--- src/common/csda_regs.vh ---
// Constants for the compare-skip and decimal adjust execution block.
`ifndef CSDA_REGS_VH
`define CSDA_REGS_VH

// Opcode patterns on instruction bits 15:9 (decimal adjust on the whole word), bit 8 being the bank-access select.
`define CSDA_OP_CMP_LESS     7'h30
`define CSDA_OP_CMP_EQUAL    7'h31
`define CSDA_OP_CMP_GREATER  7'h32
`define CSDA_OP_DEC_ADJUST   16'h0007
`define CSDA_BANK_BIT        8
`define CSDA_ADDR_MSB        7

// Compare kinds passed to the compare unit.
`define CSDA_CMP_LESS        2'h0
`define CSDA_CMP_EQUAL       2'h1
`define CSDA_CMP_GREATER     2'h2

// Two-word instruction first-word patterns.
`define CSDA_TW_MOVE_HI      4'hC
`define CSDA_TW_CALL_HI      7'h76
`define CSDA_TW_LFSR_HI      8'hEE
`define CSDA_TW_GOTO_HI      8'hEF

// Data memory addressing.
`define CSDA_ACCESS_SPLIT    8'h80
`define CSDA_ACCESS_HI_BANK  4'hF
`define CSDA_ACCESS_LO_BANK  4'h0
`define CSDA_INDEX_LIMIT     8'h5F

// Packed BCD correction.
`define CSDA_BCD_LIMIT       5'h09
`define CSDA_BCD_CORR        5'h06

// Internal phases of one instruction cycle.
`define CSDA_Q1              2'h0
`define CSDA_Q2              2'h1
`define CSDA_Q3              2'h2
`define CSDA_Q4              2'h3

// Reset values.
`define CSDA_RST_BYTE        8'h00
`define CSDA_RST_ADDR        12'h000

`endif

--- src/design/csda_core.v ---
// Decode and cycle sequencing for compare-skip and decimal adjust instructions.
`default_nettype none
`include "csda_regs.vh"

module csda_core
(
	input  wire        sys_clk_in,
	input  wire        reset_in,
	input  wire [15:0] instr_word_in,
	input  wire [7:0]  working_register_in,
	input  wire [3:0]  bank_select_register_in,
	input  wire        ext_set_enable_in,
	input  wire [11:0] index_base_in,
	input  wire [7:0]  data_rd_in,
	input  wire        digit_carry_flag_in,
	input  wire        carry_in,
	output wire [1:0]  phase_out,
	output wire        idle_operation_out,
	output wire [11:0] data_addr_out,
	output wire        data_rd_out,
	output wire        skip_taken_out,
	output wire [7:0]  working_register_out,
	output wire        working_register_we_out,
	output wire        carry_out,
	output wire        carry_we_out
);

	// Skip sequencer states.
	localparam ST_RUN    = 2'h0;
	localparam ST_IDLE_A = 2'h1;
	localparam ST_IDLE_B = 2'h2;

	// Phase counter and skip sequencer; the extra idle flag remembers a two-word victim.
	reg  [1:0]  phase_r;
	reg  [1:0]  phase_nxt;
	reg  [1:0]  state_r;
	reg  [1:0]  state_nxt;
	reg         extra_idle_r;
	reg         extra_idle_nxt;

	// Decoded instruction, held from the decode phase to the end of the cycle.
	reg         is_cmp_r;
	reg         is_cmp_nxt;
	reg         is_adj_r;
	reg         is_adj_nxt;
	reg  [1:0]  cmp_kind_r;
	reg  [1:0]  cmp_kind_nxt;

	// Operand access and the skip verdict of a compare.
	reg  [11:0] addr_r;
	reg  [11:0] addr_nxt;
	reg         rd_r;
	reg         rd_nxt;
	reg         skip_r;
	reg         skip_nxt;
	reg         skip_pulse_r;
	reg         skip_pulse_nxt;

	// Decimal adjust result and the carry flag that it writes back.
	reg  [7:0]  working_register_r;
	reg  [7:0]  working_register_nxt;
	reg         working_register_we_r;
	reg         working_register_we_nxt;
	reg         carry_r;
	reg         carry_nxt;
	reg         adj_carry_r;
	reg         adj_carry_nxt;
	reg  [7:0]  adj_res_r;
	reg  [7:0]  adj_res_nxt;

	// Decode terms and the operand address of the fetched word.
	wire        op_less;
	wire        op_equal;
	wire        op_greater;
	wire        op_adjust;
	wire        bank_bit;
	wire [7:0]  f_addr;
	wire        next_two_word;
	wire [11:0] operand_addr;
	wire        cmp_skip;
	wire [7:0]  adj_result;
	wire        adj_carry;
	wire        running;

	// Opcode recognition on the freshly fetched word.
	assign op_less    = (instr_word_in[15:9] == `CSDA_OP_CMP_LESS);
	assign op_equal   = (instr_word_in[15:9] == `CSDA_OP_CMP_EQUAL);
	assign op_greater = (instr_word_in[15:9] == `CSDA_OP_CMP_GREATER);
	assign op_adjust  = (instr_word_in == `CSDA_OP_DEC_ADJUST);
	assign bank_bit   = instr_word_in[`CSDA_BANK_BIT];
	assign f_addr     = instr_word_in[`CSDA_ADDR_MSB:0];

	// The word fetched after a skipping compare tells whether two idle cycles are due.
	assign next_two_word = (instr_word_in[15:12] == `CSDA_TW_MOVE_HI)
		|| (instr_word_in[15:9] == `CSDA_TW_CALL_HI)
		|| (instr_word_in[15:8] == `CSDA_TW_LFSR_HI)
		|| (instr_word_in[15:8] == `CSDA_TW_GOTO_HI);

	// Operand address: indexed offset, access bank or banked through the select register.
	assign operand_addr = bank_bit
		? {bank_select_register_in, f_addr}
		: (ext_set_enable_in && (f_addr <= `CSDA_INDEX_LIMIT))
			? index_base_in + {4'h0, f_addr}
			: (f_addr >= `CSDA_ACCESS_SPLIT)
				? {`CSDA_ACCESS_HI_BANK, f_addr}
				: {`CSDA_ACCESS_LO_BANK, f_addr};

	// Any state other than running forces an idle operation in place of the fetched word.
	assign running = (state_r == ST_RUN);

	// The compare unit sees the memory byte in Q3; its verdict is kept at the Q3 edge.
	csda_compare u_compare
	(
		.reg_byte_in         (data_rd_in),
		.working_register_in (working_register_in),
		.kind_in             (cmp_kind_r),
		.skip_out            (cmp_skip)
	);

	// The adjust unit works on the working register input, not on data memory.
	csda_decimal_adjust u_adjust
	(
		.working_register_in (working_register_in),
		.digit_carry_flag_in (digit_carry_flag_in),
		.carry_in            (carry_in),
		.result_out          (adj_result),
		.carry_out           (adj_carry)
	);

	// Next-state logic for phases, decode, operand read and skip sequencing.
	always @*
	begin
		phase_nxt      = phase_r + 2'h1;
		state_nxt      = state_r;
		extra_idle_nxt = extra_idle_r;
		is_cmp_nxt     = is_cmp_r;
		is_adj_nxt     = is_adj_r;
		cmp_kind_nxt   = cmp_kind_r;
		addr_nxt       = addr_r;
		rd_nxt         = 1'b0;
		skip_nxt       = skip_r;
		skip_pulse_nxt = 1'b0;
		working_register_nxt    = working_register_r;
		working_register_we_nxt = 1'b0;
		carry_nxt      = carry_r;
		adj_carry_nxt  = adj_carry_r;
		adj_res_nxt    = adj_res_r;
		case (phase_r)
			`CSDA_Q1:
			begin
				if (running)
				begin
					// Decode the fetched word and present the operand address.
					is_cmp_nxt = op_less || op_equal || op_greater;
					is_adj_nxt = op_adjust;
					cmp_kind_nxt = op_greater ? `CSDA_CMP_GREATER
						: op_equal ? `CSDA_CMP_EQUAL : `CSDA_CMP_LESS;
					skip_nxt = 1'b0;
					if (op_less || op_equal || op_greater)
					begin
						addr_nxt = operand_addr;
						rd_nxt   = 1'b1;
					end
				end
				else
				begin
					// Discarded word: no decode; note a two-word instruction.
					is_cmp_nxt = 1'b0;
					is_adj_nxt = 1'b0;
					if (state_r == ST_IDLE_A)
					begin
						extra_idle_nxt = next_two_word;
					end
				end
			end
			`CSDA_Q2:
			begin
				// Operand is being read from data memory; nothing else happens.
			end
			`CSDA_Q3:
			begin
				// Process: compare decides the skip, adjust computes its result.
				// Memory data and the flags are only valid in Q3, so nothing is taken earlier.
				if (is_cmp_r)
				begin
					skip_nxt = cmp_skip;
				end
				if (is_adj_r)
				begin
					adj_res_nxt   = adj_result;
					adj_carry_nxt = adj_carry;
				end
			end
			`CSDA_Q4:
			begin
				// Compares write nothing; only the adjust writes back.
				if (is_adj_r)
				begin
					working_register_nxt    = adj_res_r;
					working_register_we_nxt = 1'b1;
					carry_nxt   = adj_carry_r;
				end
				case (state_r)
					ST_RUN:
					begin
						if (is_cmp_r && skip_r)
						begin
							state_nxt      = ST_IDLE_A;
							skip_pulse_nxt = 1'b1;
						end
						// No skip: the compare ends after this one cycle.
					end
					ST_IDLE_A:
					begin
						// The two-word test was made in this cycle's Q1.
						state_nxt = extra_idle_r ? ST_IDLE_B : ST_RUN;
					end
					ST_IDLE_B:
					begin
						// The second word of the skipped instruction passes here unread.
						state_nxt = ST_RUN;
					end
					default:
					begin
						// The unused state code recovers to running.
						state_nxt = ST_RUN;
					end
				endcase
			end
			default:
			begin
				phase_nxt = `CSDA_Q1;
			end
		endcase
	end

	// State registers; the reset puts the core at Q1 running.
	// The reset is synchronous, so the phase counter restarts cleanly on an edge.
	always @(posedge sys_clk_in)
	begin
		if (reset_in)
		begin
			phase_r      <= `CSDA_Q1;
			state_r      <= ST_RUN;
			extra_idle_r <= 1'b0;
			is_cmp_r     <= 1'b0;
			is_adj_r     <= 1'b0;
			cmp_kind_r   <= `CSDA_CMP_LESS;
			addr_r       <= `CSDA_RST_ADDR;
			rd_r         <= 1'b0;
			skip_r       <= 1'b0;
			skip_pulse_r <= 1'b0;
			working_register_r    <= `CSDA_RST_BYTE;
			working_register_we_r <= 1'b0;
			carry_r      <= 1'b0;
			adj_carry_r  <= 1'b0;
			adj_res_r    <= `CSDA_RST_BYTE;
		end
		else
		begin
			phase_r      <= phase_nxt;
			state_r      <= state_nxt;
			extra_idle_r <= extra_idle_nxt;
			is_cmp_r     <= is_cmp_nxt;
			is_adj_r     <= is_adj_nxt;
			cmp_kind_r   <= cmp_kind_nxt;
			addr_r       <= addr_nxt;
			rd_r         <= rd_nxt;
			skip_r       <= skip_nxt;
			skip_pulse_r <= skip_pulse_nxt;
			working_register_r    <= working_register_nxt;
			working_register_we_r <= working_register_we_nxt;
			carry_r      <= carry_nxt;
			adj_carry_r  <= adj_carry_nxt;
			adj_res_r    <= adj_res_nxt;
		end
	end

	// Outputs; the idle flag tells the core to execute an idle operation.
	assign phase_out               = phase_r;
	assign idle_operation_out      = !running;
	assign data_addr_out           = addr_r;
	assign data_rd_out             = rd_r;
	assign skip_taken_out          = skip_pulse_r;
	assign working_register_out    = working_register_r;
	assign working_register_we_out = working_register_we_r;
	// Carry is written together with the working register on every adjust.
	assign carry_out               = carry_r;
	assign carry_we_out            = working_register_we_r;

endmodule // csda_core
`default_nettype wire

--- src/design/csda_compare.v ---
// Unsigned compare unit that decides whether a compare instruction skips.
`default_nettype none
`include "csda_regs.vh"

module csda_compare
(
	input  wire [7:0] reg_byte_in,
	input  wire [7:0] working_register_in,
	input  wire [1:0] kind_in,
	output reg        skip_out
);

	wire [8:0] diff;
	wire       borrow;
	wire       zero;

	// The register byte minus the working register; only the flags are kept.
	assign diff   = {1'b0, reg_byte_in} - {1'b0, working_register_in};
	assign borrow = diff[8];
	assign zero   = (diff[7:0] == 8'h00);

	// Pick the relation that the instruction asks for.
	always @*
	begin
		case (kind_in)
			`CSDA_CMP_EQUAL:   skip_out = zero;
			`CSDA_CMP_GREATER: skip_out = !borrow && !zero;
			`CSDA_CMP_LESS:    skip_out = borrow;
			default:           skip_out = 1'b0;
		endcase
	end

endmodule // csda_compare
`default_nettype wire

--- src/design/csda_decimal_adjust.v ---
// Packed BCD correction of the working register after an addition.
`default_nettype none
`include "csda_regs.vh"

module csda_decimal_adjust
(
	input  wire [7:0] working_register_in,
	input  wire       digit_carry_flag_in,
	input  wire       carry_in,
	output wire [7:0] result_out,
	output wire       carry_out
);

	wire       adj_lo;
	wire [4:0] lo_sum;
	wire [4:0] hi_pre;
	wire       adj_hi;
	wire [4:0] hi_sum;

	// Low digit gets six added when above nine or when a digit carry occurred.
	assign adj_lo = ({1'b0, working_register_in[3:0]} > `CSDA_BCD_LIMIT)
		|| digit_carry_flag_in;
	assign lo_sum = {1'b0, working_register_in[3:0]} + (adj_lo ? `CSDA_BCD_CORR : 5'h00);

	// High digit takes the carry out of the low correction, then its own correction.
	assign hi_pre = {1'b0, working_register_in[7:4]} + {4'h0, lo_sum[4]};
	assign adj_hi = (hi_pre > `CSDA_BCD_LIMIT) || carry_in;
	assign hi_sum = hi_pre + (adj_hi ? `CSDA_BCD_CORR : 5'h00);

	// A high-digit correction means the decimal result passed 99.
	assign result_out = {hi_sum[3:0], lo_sum[3:0]};
	assign carry_out  = adj_hi;

endmodule // csda_decimal_adjust
`default_nettype wire

--- config.mk ---
export PLATFORM = sky130hd
export DESIGN_NAME = csda_core
export DESIGN_NICKNAME = d
export VERILOG_FILES = /design/src/design/csda_core.v /design/src/design/csda_compare.v /design/src/design/csda_decimal_adjust.v
export VERILOG_INCLUDE_DIRS = /design/src /design/src/common
export SDC_FILE = /design/constraint.sdc
export NUM_CORES = 1
export LEC_CHECK = 0
export ABC_CLOCK_PERIOD_IN_PS = 8750
export BUFFER_PORTS_ARGS = -buffer_cell sky130_fd_sc_hd__buf_2
export CORE_MARGIN = 1.5
export CORE_UTILIZATION = 30
export CTS_BUF_LIST = sky130_fd_sc_hd__clkbuf_2
export CTS_CLUSTER_DIAMETER = 100
export DETAILED_ROUTE_END_ITERATION = 6
export MAX_ROUTING_LAYER = met4
export SYNTH_ARGS = -nofsm -noshare
export SYNTH_HDL_FRONTEND = slang
export SYNTH_SLANG_ARGS = --single-unit
--- constraint.sdc ---
create_clock -name sys_clk_in -period 8.75 [get_ports sys_clk_in]
set_clock_uncertainty 0.05 [all_clocks]
set_input_delay 1.75 -clock sys_clk_in [delete_from_list [all_inputs] [get_ports sys_clk_in]]
set_output_delay 1.75 -clock sys_clk_in [all_outputs]
set_load 0.01 [all_outputs]
==> flow_summary.json <==
{
  "worstSetupEndpointType": "flop",
  "maxCapViolCount": 0,
  "power_density_mw_per_mm2": 128.5,
  "synth_area_mm2": 0.002892,
  "drtAntennaViolNets": 0,
  "synth_edf_count": 0,
  "finalSetupViolCount": 0,
  "yosys_warnings": 0,
  "min_path_type": "flop to flop",
  "slew_viol_final": 0,
  "startpoint": "working_register_in[1]",
  "period_minus_slack_ns": 4.365,
  "io_pins": 81,
  "rows": 35,
  "die_h_um": 101.2,
  "cts_root_buf": "clkbuf_2",
  "grt_pass1_vias": 2600,
  "post_cts_resize_count": 0,
  "crit_required_ns": 9.03,
  "portBuffers": 80,
  "post_cts_buffers": 0,
  "fillCellCount": 1023,
  "die-width_um": 101.2,
  "final_layout_size_suffix_gt1_share_pct": 24.10,
  "slew_headroom_pct": 43.82,
  "rr_worst_depth": 9,
  "synth_cells": 368,
  "totalWireLength_mm": 7.322,
  "syn_nets": 449,
  "clkSlewWorstSetupHoldPaths_ns": 0.23,
  "power_leakage_nw": 1.539,
  "drt_first_iter_violations": 111,
  "tritoncts": "built",
  "clock.fmax_ghz": 0.2291,
  "hold_viol_final": 0,
  "hold_buffers": 0,
  "die-area_mm2": 0.01024,
  "nets": 524,
  "grt_max_degree": 46,
  "grt.overflow.total": 0,
  "postSynth.asyncResetShare_pct": 0,
  "ys_types": 59,
  "antenna_found_initial": 0,
  "cts_buffers": 5,
  "status": "finished clean",
  "period_share_pct": 49.89,
  "reg2reg_from": "phase_out[0]$_SDFF_PP0_",
  "ys_seq_area_share_pct": 29.77,
  "clk_path_buf_depth": 2,
  "route.detailed.drc": 0,
  "ys_seq_elements": 43,
  "drt-wirelength-per-cell_um": 12.78,
  "cp_max_fo": 4,
  "worst_pin_slew_ns": 0.8427,
  "placed_area_mm2": 0.003391,
  "clkLatencyLatePin_ns": 0.41,
  "area_delta_synth_final_pct": 20.47,
  "vias": 2767,
  "start_util_pct": 31.15,
  "layout_commonest_cell": "buf_2",
  "final_area_mm2": 0.003483,
  "arrival_ns": 4.64,
  "path_class": "input port to flop",
  "antenna_cells": 0,
  "ir_drop_uv": 51.25,
  "grt_setup_unrepaired": "no",
  "worst_setup_path_start_kind": "input port",
  "drt_first_pass_iters": 4,
  "r2r_slack_ns": 6.25,
  "layout_common_cells": "80 x buf_2, 59 x nand2_1, 43 x dfxtp_1, 36 x nor2_1, 33 x a21oi_1",
  "grt_usage_pct": 14.64,
  "clock-sinks": 43,
  "fin_setup_tns_ns": 0,
  "reg2reg_to": "data_addr_out[5]$_SDFFE_PP0P_",
  "crit_end": "adj_res_r[7]$_SDFFE_PP0P_",
  "htreeDepth": 2,
  "via_per_inst": 4.829,
  "avgSynthCellArea_um2": 7.857,
  "grt_pass1_wl_mm": 11.69,
  "routabilityCongestion": 0.8811,
  "synthFlopType": "dfxtp_1",
  "core-area_mm2": 0.009284,
  "place_hpwl_mm": 5.726
}
-- cells by family (layout without fill, tap and decap cells) --
logic type,count (synthesis),in the layout,share of synthesized area (%)
and+or+nand+nor,158,158,26.74
AOI/OAI and AO/OA,87,87,20.47
DFF,43,43,29.77
buffers and inverters,39,115,5.798
adders and majority gates,28,28,13.15
xor gates and xnor gates,10,10,3.029
muxes,3,3,1.039
-- Yosys cell counts (4+ instances only) --
library cell   n  share of area [%]
o21ai_0        9                1.6
inv_1         25                3.2
a21oi_1       33                5.7
nand3b_1       4                1.0
fa_1           4                2.8
nor3_1        11                1.9
a211oi_1       6                1.6
nor2b_1        4               0.87
ha_1          24                 10
nor2_1        36                4.7
nand2b_1       9                1.9
nand3_1        9                1.6
clkbuf_1       8                1.0
and2_1         5                1.1
a311oi_1       4                1.2
nand2_1       59                7.7
dfxtp_1       43                 30
xnor2_1        7                2.1
-- worst min path at each step --
stage	start	endpoint	slack, ns	cells past startpoint
after global placement	data_addr_out[10]$_SDFFE_PP0P_	data_addr_out[10]$_SDFFE_PP0P_	0.39	2
after CTS	adj_res_r[1]$_SDFFE_PP0P_	working_register_out[1]$_SDFFE_PP0P_	0.40	2
final	adj_res_r[1]$_SDFFE_PP0P_	working_register_out[1]$_SDFFE_PP0P_	0.41	2
after floorplan	adj_carry_r$_SDFFE_PP0P_	carry_out$_SDFFE_PP0P_	0.38	2
after detailed placement	working_register_out[6]$_SDFFE_PP0P_	working_register_out[6]$_SDFFE_PP0P_	0.39	2
after global routing	adj_res_r[1]$_SDFFE_PP0P_	working_register_out[1]$_SDFFE_PP0P_	0.43	2
-- flip-flops by register name (all words and copies together) (netlist names), 2 cells and up --
| name | count |
|---|---|
| working_register_out | 8 |
| adj_res_r | 8 |
| cmp_kind_r | 2 |
| data_addr_out | 12 |
| phase_out | 2 |
| state_r | 2 |
-- where the power goes --
part	internal, W	switching [W]
Sequential	0.000198	0.00000125
Clock	0.0000767	0.0000694
Combinational	0.0000446	0.0000576
-- layer usage --
metal	wire (µm)	vias up	GRT usage (%)
li1	-	1440	-
met1	3293	1269	18.00
met2	3655	49	24.21
met3	246	9	2.553
met4	126	0	5.021
met5	0	-	-
-- cell type report --
cell class,count,area [µm²],share of cell area (%)
timing repair buffer,81,407.9,11.71
tap,129,161.4,4.634
inverter,26,97.59,2.802
clock inverter,3,67.56,1.940
clock buffer,5,25.02,0.7184
sequential,43,860.8,24.71
multi-input combinational,286,1863,53.48
-- worst max-delay path, cell delays in order --
cell,delay (ns)
buf_2,0.13
o21ai_0,0.17
nand2b_1,0.13
ha_1,0.30
a21oi_1,0.15
nor2_1,0.06
ha_1,0.19
ha_1,0.30
a21oi_1,0.12
nor2_1,0.05
nor2_1,0.09
o21ai_0,0.18
ha_1,0.25
fa_1,0.37
xnor2_1,0.17
nand2_1,0.07
a21oi_1,0.16
-- stage by stage --
stage	total power [W]	setup slack [ns]	std cells	util, %	hold slack (ns)
global route	0.0004747	4.148	573	37.52	0.4326
CTS	0.0004538	4.418	573	37.52	0.3965
detailed placement	0.0003046	3.985	565	36.52	0.3941
global placement	0.0003018	4.129	565	36.52	0.3872
floorplan	0.0002720	4.404	368	-	0.3821
finish	0.0004476	4.385	573	37.52	0.4079
No activity file was read; power rests on OpenSTA's default activity.
